`src/hw/tsc_consts.svh`:
```
// Register indices, field codes, error codes and timing figures of the sensor calibration mailbox
`ifndef TSC_CONSTS_SVH
`define TSC_CONSTS_SVH

// ****************************************************************************
// Register indices (byte address is four times the index)
// ****************************************************************************
`define TSC_IDX_CMD        16'hC15C
`define TSC_IDX_UNIT       16'hC15D
`define TSC_IDX_OPID       16'hC15E
`define TSC_IDX_PASS       16'hC15F
`define TSC_IDX_STATUS     16'hC161
`define TSC_IDX_RESULT     16'hC162
`define TSC_IDX_ISENS      16'hC33C
`define TSC_IDX_IZERO      16'hC33D
`define TSC_IDX_ISPAN      16'hC33F
`define TSC_IDX_IUPPER     16'hC341
`define TSC_IDX_ILOWER     16'hC343
`define TSC_IDX_CSEL       16'hC346
`define TSC_IDX_CKIND      16'hC347
`define TSC_IDX_CVAL       16'hC348
`define TSC_IDX_MODE       16'hC350
`define TSC_IDX_MODEL      16'hC351

// ****************************************************************************
// Command, sensor, value-kind and mode codes
// ****************************************************************************
`define TSC_CMD_NONE       16'h0000
`define TSC_CMD_INFO       16'h0086
`define TSC_CMD_CAL        16'h0087
`define TSC_SENS_MIN       16'h0001
`define TSC_SENS_TEMP      16'h0003
`define TSC_KIND_ZERO      16'h0000
`define TSC_KIND_SPAN      16'h0001
`define TSC_KIND_FIXED     16'h0002
`define TSC_UNIT_MIN       16'h0001
`define TSC_UNIT_MAX       16'h000A
`define TSC_MODE_CAL       16'h00FF
`define TSC_MODE_ONLINE    16'h0000
`define TSC_MODEL_FIX_LSB  16

// ****************************************************************************
// Error codes placed in the status reply
// ****************************************************************************
`define TSC_ERR_UNKNOWN    16'h0101
`define TSC_ERR_PARAM      16'h0102
`define TSC_ERR_LOCKED     16'h0103
`define TSC_ERR_REFUSED    16'h0104
`define TSC_ERR_NORESP     16'h0105

// ****************************************************************************
// Bus codes and timing
// ****************************************************************************
`define TSC_HSIZE_WORD     3'h2
`define TSC_HRESP_OKAY     1'h0
`define TSC_TMO_US         1000
`define TSC_CLK_MHZ        250

`endif

```
`src/hw/tsc_pkg.sv`:
```
// Types shared by the sensor calibration mailbox and its transmitter link
package tsc_pkg;

  // Request towards the transmitter link
  typedef struct packed {
    logic        valid;
    logic        wr;
    logic [15:0] unit;
    logic [15:0] sensor;
    logic [15:0] kind;
    logic [31:0] value;
  } tsc_xreq_t;

  // Answer from the transmitter link
  typedef struct packed {
    logic        done;
    logic        ok;
    logic [15:0] err;
    logic [15:0] sensor;
    logic [31:0] zero;
    logic [31:0] span;
    logic [31:0] upper;
    logic [31:0] lower;
  } tsc_xrsp_t;

  // Sequencer states, one-hot
  typedef enum logic [4:0] {
    S_IDLE  = 5'b00001,
    S_ISSUE = 5'b00010,
    S_WAIT  = 5'b00100,
    S_REPLY = 5'b01000,
    S_CLEAR = 5'b10000
  } tsc_state_t;

endpackage

```
`src/hw/tsc_mailbox.sv`:
```
// Command mailbox for transmitter sensor information and calibration, AHB-Lite slave
//
// Behaviour
// Sensor select: 1 DP, 2 SP, 3 temperature
// Value kind 0/1/2; 2 only for temperature
// Setpoint sent as float, meaning per kind
// Command 134 fetches selected sensor information
// Host writes sensor select before command
// Transmitter number 1..10, then user, passcode
// Command register cleared when command finishes
// Info success status 134, else error code
// Result 0 on error, else transmitter number
// Info replies: type, zero, span, limits
// Invalid sensor parameters give info error
// Command 135 sends calibration registers out
// One calibration command per sensor
// Integrated models refuse span or fixed
// Calibration success status 135, else error
// Invalid calibration parameters give error
// Fixed temperature only on capable model
// Information comes from querying the transmitter
// Calibration writes only in calibrate mode
// Replies updated before command register clears
//
// Design decision made here: register access over AHB-Lite.
`timescale 1ns/1ps
`include "tsc_consts.svh"

module tsc_mailbox #(
  parameter int XFER_TMO_CYC = `TSC_TMO_US * `TSC_CLK_MHZ
) (
  input  wire logic               i_mclk,
  input  wire logic               i_rstn,
  input  wire logic               i_hsel,
  input  wire logic [31:0]        i_haddr,
  input  wire logic [1:0]         i_htrans,
  input  wire logic               i_hwrite,
  input  wire logic [2:0]         i_hsize,
  input  wire logic [31:0]        i_hwdata,
  input  wire logic               i_hready,
  output logic      [31:0]        o_hrdata,
  output logic                    o_hreadyout,
  output logic                    o_hresp,
  output tsc_pkg::tsc_xreq_t      o_xreq,
  input  wire tsc_pkg::tsc_xrsp_t i_xrsp
);
  import tsc_pkg::*;

  // ****************************************************************************
  // Helpers
  // ****************************************************************************
  // Word decode; the index is the register number, byte address four times it
  function automatic logic addr_hit(input logic [31:0] a, input logic [15:0] idx);
    addr_hit = (a[31:18] == 14'h0000) && (a[17:2] == idx);
  endfunction

  function automatic logic in_range(input logic [15:0] v, input logic [15:0] lo, input logic [15:0] hi);
    in_range = (v >= lo) && (v <= hi);
  endfunction

  // ****************************************************************************
  // Storage
  // ****************************************************************************
  tsc_state_t  state_r;
  tsc_state_t  state_nxt;
  logic [15:0] cmd_r;
  logic [15:0] unit_r;
  logic [15:0] opid_r;
  logic [15:0] pass_r;
  logic [15:0] status_r;
  logic [15:0] result_r;
  logic [15:0] isens_r;
  logic [31:0] izero_r;
  logic [31:0] ispan_r;
  logic [31:0] iupper_r;
  logic [31:0] ilower_r;
  logic [15:0] csel_r;
  logic [15:0] ckind_r;
  logic [31:0] cval_r;
  logic [15:0] mode_r;
  logic [31:0] model_r;
  logic        job_info_r;
  logic [15:0] job_unit_r;
  logic        fail_r;
  logic [15:0] err_r;
  logic [31:0] tmo_r;
  logic        wr_pend_r;
  logic [31:0] wr_addr_r;
  logic        rd_pend_r;
  logic [31:0] rd_addr_r;

  // ****************************************************************************
  // Bus decode
  // ****************************************************************************
  // Only whole-word writes are accepted; other writes complete OKAY and do nothing, reads of any size are taken
  wire addr_ph  = i_hsel && i_htrans[1] && i_hready;
  wire wr_take  = addr_ph && i_hwrite && (i_hsize == `TSC_HSIZE_WORD);
  wire rd_take  = addr_ph && !i_hwrite;
  wire busy     = (state_r != S_IDLE);
  // Parameters are frozen while a command runs so the job sees one snapshot
  wire wr_ok    = wr_pend_r && !busy;
  wire w_cmd    = wr_ok && addr_hit(wr_addr_r, `TSC_IDX_CMD);
  wire w_unit   = wr_ok && addr_hit(wr_addr_r, `TSC_IDX_UNIT);
  wire w_opid   = wr_ok && addr_hit(wr_addr_r, `TSC_IDX_OPID);
  wire w_pass   = wr_ok && addr_hit(wr_addr_r, `TSC_IDX_PASS);
  wire w_csel   = wr_ok && addr_hit(wr_addr_r, `TSC_IDX_CSEL);
  wire w_ckind  = wr_ok && addr_hit(wr_addr_r, `TSC_IDX_CKIND);
  wire w_cval   = wr_ok && addr_hit(wr_addr_r, `TSC_IDX_CVAL);
  wire w_mode   = wr_ok && addr_hit(wr_addr_r, `TSC_IDX_MODE);
  wire w_model  = wr_ok && addr_hit(wr_addr_r, `TSC_IDX_MODEL);

  // Read mux; unmapped words read as zero
  logic [31:0] rd_mux;
  assign rd_mux =
    addr_hit(rd_addr_r, `TSC_IDX_CMD)    ? {16'h0000, cmd_r}    :
    addr_hit(rd_addr_r, `TSC_IDX_UNIT)   ? {16'h0000, unit_r}   :
    addr_hit(rd_addr_r, `TSC_IDX_OPID)   ? {16'h0000, opid_r}   :
    addr_hit(rd_addr_r, `TSC_IDX_PASS)   ? {16'h0000, pass_r}   :
    addr_hit(rd_addr_r, `TSC_IDX_STATUS) ? {16'h0000, status_r} :
    addr_hit(rd_addr_r, `TSC_IDX_RESULT) ? {16'h0000, result_r} :
    addr_hit(rd_addr_r, `TSC_IDX_ISENS)  ? {16'h0000, isens_r}  :
    addr_hit(rd_addr_r, `TSC_IDX_IZERO)  ? izero_r              :
    addr_hit(rd_addr_r, `TSC_IDX_ISPAN)  ? ispan_r              :
    addr_hit(rd_addr_r, `TSC_IDX_IUPPER) ? iupper_r             :
    addr_hit(rd_addr_r, `TSC_IDX_ILOWER) ? ilower_r             :
    addr_hit(rd_addr_r, `TSC_IDX_CSEL)   ? {16'h0000, csel_r}   :
    addr_hit(rd_addr_r, `TSC_IDX_CKIND)  ? {16'h0000, ckind_r}  :
    addr_hit(rd_addr_r, `TSC_IDX_CVAL)   ? cval_r               :
    addr_hit(rd_addr_r, `TSC_IDX_MODE)   ? {16'h0000, mode_r}   :
    addr_hit(rd_addr_r, `TSC_IDX_MODEL)  ? model_r              : 32'h0000_0000;

  // ****************************************************************************
  // Command checks
  // ****************************************************************************
  wire         is_info   = (cmd_r == `TSC_CMD_INFO);
  wire         is_cal    = (cmd_r == `TSC_CMD_CAL);
  wire         start     = (state_r == S_IDLE) && (cmd_r != `TSC_CMD_NONE);
  wire         unit_ok   = in_range(unit_r, `TSC_UNIT_MIN, `TSC_UNIT_MAX);
  wire         sens_ok   = in_range(csel_r, `TSC_SENS_MIN, `TSC_SENS_TEMP);
  wire         kind_ok   = in_range(ckind_r, `TSC_KIND_ZERO, `TSC_KIND_SPAN) ||
                           ((ckind_r == `TSC_KIND_FIXED) && (csel_r == `TSC_SENS_TEMP));
  wire         param_bad = !unit_ok || !sens_ok || (is_cal && !kind_ok);
  wire [3:0]   uidx      = unit_ok ? 4'(unit_r[3:0] - 4'h1) : 4'h0;
  wire         integ     = model_r[uidx];
  wire         fixcap    = model_r[`TSC_MODEL_FIX_LSB + 32'(uidx)];
  wire         locked    = is_cal && (mode_r != `TSC_MODE_CAL);
  wire         refused   = is_cal && ((integ && (ckind_r != `TSC_KIND_ZERO)) ||
                           ((ckind_r == `TSC_KIND_FIXED) && !fixcap));
  wire [15:0]  chk_err   = !(is_info || is_cal) ? `TSC_ERR_UNKNOWN :
                           param_bad            ? `TSC_ERR_PARAM   :
                           locked               ? `TSC_ERR_LOCKED  : `TSC_ERR_REFUSED;
  wire         chk_fail  = !(is_info || is_cal) || param_bad || locked || refused;
  wire         tmo_hit   = (tmo_r == 32'(XFER_TMO_CYC - 1));
  wire         rsp_ok    = i_xrsp.done && i_xrsp.ok;

  // ****************************************************************************
  // Sequencer
  // ****************************************************************************
  // Next state
  always_comb begin
    state_nxt = state_r;
    unique case (state_r)
      S_IDLE:  if (start) state_nxt = chk_fail ? S_REPLY : S_ISSUE;
      S_ISSUE: state_nxt = S_WAIT;
      S_WAIT:  if (i_xrsp.done || tmo_hit) state_nxt = S_REPLY;
      S_REPLY: state_nxt = S_CLEAR;
      S_CLEAR: state_nxt = S_IDLE;
    endcase
  end

  // State, job snapshot and outcome
  always_ff @(posedge i_mclk or negedge i_rstn) begin
    if (!i_rstn) begin
      state_r    <= S_IDLE;
      job_info_r <= 1'b0;
      job_unit_r <= 16'h0000;
      fail_r     <= 1'b0;
      err_r      <= 16'h0000;
    end else begin
      state_r <= state_nxt;
      if (start) begin
        job_info_r <= is_info;
        job_unit_r <= unit_r;
        fail_r     <= chk_fail;
        err_r      <= chk_err;
      end else if ((state_r == S_WAIT) && i_xrsp.done) begin
        fail_r <= !i_xrsp.ok;
        err_r  <= i_xrsp.err;
      end else if ((state_r == S_WAIT) && tmo_hit) begin
        fail_r <= 1'b1;
        err_r  <= `TSC_ERR_NORESP;
      end
    end
  end

  // Response watchdog; a silent transmitter must not hang the mailbox
  always_ff @(posedge i_mclk or negedge i_rstn) begin
    if (!i_rstn) tmo_r <= 32'h0000_0000;
    else tmo_r <= (state_r == S_WAIT) ? tmo_r + 32'h0000_0001 : 32'h0000_0000;
  end

  // Request to the transmitter link, one-cycle valid
  always_ff @(posedge i_mclk or negedge i_rstn) begin
    if (!i_rstn) begin
      o_xreq <= '0;
    end else begin
      o_xreq.valid <= (state_nxt == S_ISSUE);
      if (start) begin
        o_xreq.wr     <= is_cal;
        o_xreq.unit   <= unit_r;
        o_xreq.sensor <= csel_r;
        o_xreq.kind   <= ckind_r;
        o_xreq.value  <= cval_r;
      end
    end
  end

  // Replies first, command cleared one cycle later
  always_ff @(posedge i_mclk or negedge i_rstn) begin
    if (!i_rstn) begin
      status_r <= 16'h0000;
      result_r <= 16'h0000;
    end else if (state_r == S_REPLY) begin
      status_r <= fail_r ? err_r : (job_info_r ? `TSC_CMD_INFO : `TSC_CMD_CAL);
      result_r <= fail_r ? 16'h0000 : job_unit_r;
    end
  end

  // Information replies straight from the transmitter answer
  always_ff @(posedge i_mclk or negedge i_rstn) begin
    if (!i_rstn) begin
      isens_r  <= 16'h0000;
      izero_r  <= 32'h0000_0000;
      ispan_r  <= 32'h0000_0000;
      iupper_r <= 32'h0000_0000;
      ilower_r <= 32'h0000_0000;
    end else if ((state_r == S_WAIT) && rsp_ok && job_info_r) begin
      isens_r  <= i_xrsp.sensor;
      izero_r  <= i_xrsp.zero;
      ispan_r  <= i_xrsp.span;
      iupper_r <= i_xrsp.upper;
      ilower_r <= i_xrsp.lower;
    end
  end

  // ****************************************************************************
  // Software registers
  // ****************************************************************************
  // Command register; hardware clear ends the job
  always_ff @(posedge i_mclk or negedge i_rstn) begin
    if (!i_rstn) cmd_r <= `TSC_CMD_NONE;
    else if (state_r == S_CLEAR) cmd_r <= `TSC_CMD_NONE;
    else if (w_cmd) cmd_r <= i_hwdata[15:0];
  end

  // Parameter and calibration registers
  always_ff @(posedge i_mclk or negedge i_rstn) begin
    if (!i_rstn) begin
      unit_r  <= 16'h0000;
      opid_r  <= 16'h0000;
      pass_r  <= 16'h0000;
      csel_r  <= 16'h0000;
      ckind_r <= `TSC_KIND_ZERO;
      cval_r  <= 32'h0000_0000;
      mode_r  <= `TSC_MODE_ONLINE;
      model_r <= 32'h0000_0000;
    end else begin
      if (w_unit)  unit_r  <= i_hwdata[15:0];
      if (w_opid)  opid_r  <= i_hwdata[15:0];
      if (w_pass)  pass_r  <= i_hwdata[15:0];
      if (w_csel)  csel_r  <= i_hwdata[15:0];
      if (w_ckind) ckind_r <= i_hwdata[15:0];
      if (w_cval)  cval_r  <= i_hwdata;
      if (w_mode)  mode_r  <= i_hwdata[15:0];
      if (w_model) model_r <= i_hwdata;
    end
  end

  // ****************************************************************************
  // AHB-Lite slave
  // ****************************************************************************
  // Writes commit at end of data phase; reads add one wait so they see that write
  always_ff @(posedge i_mclk or negedge i_rstn) begin
    if (!i_rstn) begin
      wr_pend_r   <= 1'b0;
      wr_addr_r   <= 32'h0000_0000;
      rd_pend_r   <= 1'b0;
      rd_addr_r   <= 32'h0000_0000;
      o_hreadyout <= 1'b1;
      o_hrdata    <= 32'h0000_0000;
      o_hresp     <= `TSC_HRESP_OKAY;
    end else begin
      wr_pend_r   <= wr_take;
      rd_pend_r   <= rd_take;
      o_hreadyout <= !rd_take;
      o_hresp     <= `TSC_HRESP_OKAY;
      if (wr_take) wr_addr_r <= i_haddr;
      if (rd_take) rd_addr_r <= i_haddr;
      if (rd_pend_r) o_hrdata <= rd_mux;
    end
  end

  wire good_start = start && !chk_fail;
endmodule

```
`config.mk`:
```
export PLATFORM = sky130hd
export DESIGN_NAME = tsc_mailbox
export DESIGN_NICKNAME = d
export VERILOG_FILES = /design/src/hw/tsc_pkg.sv /design/src/hw/tsc_mailbox.sv
export VERILOG_INCLUDE_DIRS = /design/src /design/src/hw
export SDC_FILE = /design/constraint.sdc
export NUM_CORES = 1
export LEC_CHECK = 0
export BUFFER_PORTS_ARGS = -buffer_cell sky130_fd_sc_hd__clkbuf_2
export CORE_MARGIN = 5
export CORE_UTILIZATION = 58
export DETAILED_ROUTE_END_ITERATION = 12
export PLACE_DENSITY = 0.87
export REMOVE_ABC_BUFFERS = 1
export SYNTH_ARGS = -nofsm -noshare
export SYNTH_HDL_FRONTEND = slang
export SYNTH_SLANG_ARGS = --single-unit
```
`constraint.sdc`:
```
create_clock -name i_mclk -period 3.2 [get_ports i_mclk]
set_clock_uncertainty 0.2 [all_clocks]
set_input_delay 0.96 -clock i_mclk [delete_from_list [all_inputs] [get_ports i_mclk]]
set_output_delay 0.96 -clock i_mclk [all_outputs]
set_load 0.02 [all_outputs]
```
* Word level (Yosys, flattened, before mapping)
Index checks and enable logic that the tools add are counted.
Cells by class: reduce and logical (&&, ||, !) cells 79, magnitude comparators 8, multiplexer cells 40, add/subtract/negate cells 3, equal/unequal tests 39
Operators with widths (count):
- 2-to-1 mux 32 bit | 17
- == test 16 bit, second input constant | 25
- 2-to-1 mux 16 bit | 7
- logical AND 1 bit | 55
- >= comparator 16 x 1 -> 1 bit, second input constant | 3
- adder 32 x 1 -> 32 bit, second input constant | 1
- == test 16 x 2 -> 1 bit, second input constant | 2
- == test 16 x 8 -> 1 bit, second input constant | 2
- == test 32 x 18 -> 1 bit, second input constant | 1
- nonzero test 16 bit | 2
- logical NOT 14 bit | 2
- case mux 5 bit (5 select lines) | 1
- less-or-equal comparator 16 x 1 -> 1 bit, second input constant | 1
- less-or-equal comparator 16 x 2 -> 1 bit, second input constant | 1
- less-or-equal comparator 16 x 4 -> 1 bit, second input constant | 1
- != test 16 x 8 -> 1 bit, second input constant | 1
- == test 5 x 2 -> 1 bit, second input constant | 2
- 2-to-1 mux 5 bit | 2
- logical NOT 1 bit | 9
- logical OR 1 bit | 9
- 2-to-1 mux 3 bit | 3
- 2-to-1 mux 4 bit | 2
- adder 5 x 4 -> 6 bit, first input constant | 1
- less-than comparator 4 x 6 -> 1 bit, second input constant | 1
- other kinds (13) | 18
Word-level totals: bits of input ports 236, register bits after elaboration 588, word-level logic and storage cells 202

* Depth between registers and ports, before layout
depth in word-level cells 18, gate-level depth with buffers 11, depth with buffers taken out 10

* Least setup slack after synthesis
OpenSTA, ideal clock, no wires.
kind register -> register, start register unit_r[0], end register fail_r, buffers on the path 1, stages on the path, launching flop included 11, data arrival time 2478 ps, slack 401 ps, cells stage by stage dfrtp_1 clkinv_1 ha_1 xor2_1 clkbuf_1 mux4_2 o21ai_0 nand3_1 a32oi_1 nand2_1 o22a_1
On the way: longest elaborated chain between the ends 12, elaborated cells between the ends (all ways) 22, classes of those cells add/sub (2); order compare (2); mux (6); reduce/logical (12)
RTL lines:
- start: declaration | line tsc_mailbox.sv:67 | logic [15:0] unit_r;
- start signal: assignment | line tsc_mailbox.sv:268 | if (w_unit) unit_r <= i_hwdata[15:0];
- >= comparator 16 x 1 -> 1 bit / less-or-equal comparator 16 x 4 -> 1 bit (equally long branches) | line tsc_mailbox.sv:58 | in_range = (v >= lo) && (v <= hi);
- logical AND 1 bit | line tsc_mailbox.sv:58
- 2-to-1 mux 4 bit | line tsc_mailbox.sv:143 | wire [3:0] uidx = unit_ok ? 4'(unit_r[3:0] - 4'h1) : 4'h0;
- adder 5 x 4 -> 6 bit (no line)
- binary-select mux 1 bit (select 5 bit) | line tsc_mailbox.sv:145 | wire fixcap = model_r[`TSC_MODEL_FIX_LSB + 32'(uidx)];
- 2-to-1 mux 1 bit | line tsc_mailbox.sv:145
- logical NOT 1 bit | line tsc_mailbox.sv:148 | ((ckind_r == `TSC_KIND_FIXED) && !fixcap));
- logical AND 1 bit | line tsc_mailbox.sv:148
- logical OR 1 bit | line tsc_mailbox.sv:147 | wire refused = is_cal && ((integ && (ckind_r != `TSC_KIND_ZERO)) ||
- logical AND 1 bit | line tsc_mailbox.sv:147
- logical OR 1 bit * | line tsc_mailbox.sv:152 | wire chk_fail = !(is_info || is_cal) || param_bad || locked || refused;
- 2-to-1 mux 1 bit * | line tsc_mailbox.sv:181 | if (start) begin
- end signal: assignment | line tsc_mailbox.sv:184 | fail_r <= chk_fail;
- end signal: assignment | line tsc_mailbox.sv:187 | fail_r <= !i_xrsp.ok;
- end: declaration | line tsc_mailbox.sv:84 | logic fail_r;
Every way passes the cells marked *; elsewhere a longest branch is shown, timed or not. The select of a mux whose other input is x is not followed. A chain may end at the register's enable or synchronous reset.

* Worst setup path in the final report
start register unit_r[15], end register fail_r
On the way: longest elaborated chain between the ends 12, elaborated cells between the ends (all ways) 21, classes of those cells add/sub (1); order compare (2); mux (6); reduce/logical (12)
RTL lines (line):
- >= comparator 16 x 1 -> 1 bit / less-or-equal comparator 16 x 4 -> 1 bit (equally long branches) | tsc_mailbox.sv:58
- logical AND 1 bit * | tsc_mailbox.sv:58
- 2-to-1 mux 4 bit | tsc_mailbox.sv:143
- adder 5 x 4 -> 6 bit (no line)
- binary-select mux 1 bit (select 5 bit) | tsc_mailbox.sv:145
- 2-to-1 mux 1 bit | tsc_mailbox.sv:145
- logical NOT 1 bit | tsc_mailbox.sv:148
- logical AND 1 bit | tsc_mailbox.sv:148
- logical OR 1 bit | tsc_mailbox.sv:147
- logical AND 1 bit | tsc_mailbox.sv:147
- logical OR 1 bit * | tsc_mailbox.sv:152
- 2-to-1 mux 1 bit * | tsc_mailbox.sv:181
Marked as above.

==> impl_results.md <==
- Largest net degree at the start of global routing: 96
- CP startpoint: unit_r[15]
- Synth Instances: 2487
- Mapped Area: 26470 um2
- Outcome: finished clean
- Mean area per synthesized cell: 10.64 um2
- Main combinational cell family by area after synthesis: simple AND/OR/NAND/NOR gates
- Simple-Gate Fraction of Synth Area: 16.35%
- # IOs: 352
- Die H: 223.6 um
- Post-synth EDFFs: 0
- Seq. cell area: 14620 um2
- Slew at the pin closest to its max-slew limit: 0.7610 ns
- Worst-Skew Late Latency: 0.65 ns
- Pwr Total: 16250 uW
- Die ar.: 50010 um2
- Final wirelength: 87010 um
- TritonRoute pass-1 iters: 6
- Critical Path Source Type: flip-flop
- Multi-input logic area: 11180 um2
- Nets: 3157
- Vias in the first global route: 23060
- Number of placed cells counting well taps: 3456
- Post-synthesis async set-or-reset flop share: 100.0%
- Sequential area share after synthesis: 55.22%
- Hold Path Class: in -> async
- Levels on crit path: 11
- Post-route minimum period: 3.185 ns
- Area Overhead vs Synth: 20.65%
- Most frequent cells in the layout: dfrtp_1, nand2_1, clkbuf_2, mux2_2, buf_4
- TritonCTS clock tree: done
- Clock root cell: clkbuf_16
- Port buffer count: 347
- Total number of vias: 22360
- Final hold violations: 0
- Die width: 223.6 um
- Yosys cell types: 88
- Hpwl dp: 61790 um
- 1st-iter DRT viols: 2327
- Crit path capture: fail_r
- Synth warn: 0
- Clk sinks: 584
- Final worst-path cycle share: 99.55%
- Worst relative slew slack: 49.27%
- Drt drc: 0
- Starting Density: 58.46%
- Share of layout cells above drive strength 1: 32.49%
- Area post-placement: 29900 um2
- Post-route setup TNS: 0 ns
- Wirelength per Cell: 24.42 um
- Tot GR Track Use: 34.22%
- Setup crit end kind: flip-flop
- Post-synthesis mux area share: 13.97%
- Main flop type after synthesis: dfrtp_1
- Total congestion overflow: 0
- First-pass GRT wire length: 134000 um
- Fmax: 0.3139 GHz
- H-tree depth: 2
- Worst endpoint data arrival time: 3.51 ns
- CP delay by family, top: simple AND/OR/NAND/NOR gates
- FF+latch count, synth: 584
- CTS max path bufs: 3
- Crit Path Max Fanout: 6
- Critical path type: reg -> reg
- Fin worst setup slack: 0.01452 ns
- Cell mode on critical path: buf_4
- Core area: 45280 um2
- Finished Layout Cells: 3563
- Critical R2R Launch: unit_r[15]
- Via density: 6.275
- FF-to-FF End: fail_r
- Routability Congestion: 0.9692
- CP bufs+invs: 3
- Design area: 31940 um2
- Worst R2R Path Depth: 11
- Synth Area in Adders: 0.1891%
- Pwr dens: 508.8 nW/um2
- Crit-path max cell delay: 0.58 ns
- Slowest cell on the critical path: or4_4
- Worst path required time: 3.53 ns
- CTS Buf Count: 58
- Final Setup Violations: 0
- Initial antenna violation count: 3
- VDD IR max: 0.0005256 V
- Lkg Pwr: 0.01554 uW
- Antenna Nets Post-Route: 0
- Worst-path clk slew: 0.06 ns
- Fillers: 3093
- FF-to-FF setup slack: 0.01 ns
- Synth Area in XOR/XNOR: 0.9926%
- Max Cap Violations: 0
- Max Slew Vio Count: 0
- Commonest non-fill, non-tap cell in the layout: dfrtp_1
- Synth Area in Compound Gates: 10.28%
- Crit path cell chain: or4_4 -> nor2_1 -> buf_4 -> nand3_1 -> buf_4 -> nor4_2 -> nor4_1 -> a32oi_2 -> buf_4 -> nand2_1 -> o22a_1
- DP Worst Slack: -0.04077 ns
- Number of cell rows: 78
==> cell families (layout without fill, tap and decap cells) <==
logic type	count (synthesis)	in the layout
other	1	3
xor gates and xnor gates	30	30
adders and majority gates	4	4
AOI/OAI and AO/OA	403	403
buffers and inverters	187	661
and+or+nand+nor	957	957
DFF	584	584
muxes	321	321
==> Yosys cell counts, types with 10 or more instances <==
library cell  instances  area (um2)
nand4_1              15       93.84
nand3_1              61       305.3
o22ai_1              39       244.0
o21ai_0             107       535.5
xor2_1               21       183.9
nor3_1               34       170.2
nor2_1              108       405.4
o221ai_1             22       192.7
a22oi_1              41       307.8
clkbuf_1             96       360.4
inv_1                39       146.4
nor2b_1              24       150.1
buf_1                12       45.04
a21boi_0             10       75.07
nor4_1               27       168.9
mux2_2              294        3311
dfrtp_1             582       14560
buf_2                28       140.1
mux2_4               10       150.1
nand2b_1             21       131.4
a221oi_1             33       289.0
or3_1                10       62.56
and3_1               16       100.1
nand2_1             579        2173
a21oi_1              54       270.3
a22o_1               12       105.1
==> layout make-up <==
type,instances,area share (%)
inverter,40,0.4701
clock buffer,86,5.406
antenna,2,0.01567
multi-input combinational,1716,34.99
timing repair buffer,517,10.21
tap,600,2.351
sequential,584,45.77
clock inverter,18,0.7835
==> stage by stage <==
stage                     hold WS (ns)  utilization [%]
final                          0.06481            70.53
after floorplan                 0.2369                -
after global routing           0.06608            70.53
after detailed placement        0.2547            66.02
after CTS                      0.05585            70.42
after global placement          0.2511            66.02
==> worst register-to-register path: stages (launching register included) <==
cell	delay [ns]
dfrtp_1	0.38
or4_4	0.58
nor2_1	0.17
buf_4	0.18
nand3_1	0.14
buf_4	0.19
nor4_2	0.25
nor4_1	0.10
a32oi_2	0.37
buf_4	0.21
nand2_1	0.12
o22a_1	0.18
==> routing by layer <==
| layer | vias to the layer above | GRT usage (%) | share of wire [%] |
|---|---|---|---|
| li1 | 9635 | - | - |
| met1 | 11170 | 44.37 | 38 |
| met2 | 1253 | 55.34 | 47 |
| met3 | 301 | 8.164 | 9.3 |
| met4 | 0 | 15.49 | 5.3 |
| met5 | - | 0 | 0 |
==> where the power goes <==
part	total [uW]	internal, uW	switching [uW]
clock	7040	4060	2980
combinational	1390	530	861
sequential	7820	7610	213
total	16300	12200	4060
==> worst min-delay path by stage <==
stage / startpoint / to / cells after the start
after detailed placement: wr_addr_r[9] / wr_addr_r[9] / 2
after floorplan: rd_addr_r[10] / rd_addr_r[10] / 2
after global placement: rd_addr_r[10] / rd_addr_r[10] / 2
after global routing: i_rstn / tmo_r[11] / 1
after CTS: i_rstn / tmo_r[11] / 1
final: i_rstn / status_r[8] / 1
==> repair_timing <==
item / 4_1_cts / 5_1_grt
buffers inserted: 0 / 1
pin swaps: 1 / 2
hold buffers: 0 / 0
gates resized for setup: 3 / 11
endpoints found under the setup margin: 4 / 16
==> sequential cells by signal, summed over array words and instances (netlist names), 30 cells and up <==
register / cells
o_xreq: 82
o_hrdata: 32
rd_addr_r: 30
model_r: 32
ilower_r: 32
iupper_r: 32
cval_r: 32
tmo_r: 32
izero_r: 32
ispan_r: 32
wr_addr_r: 30
(Power assumes the default switching activity.)
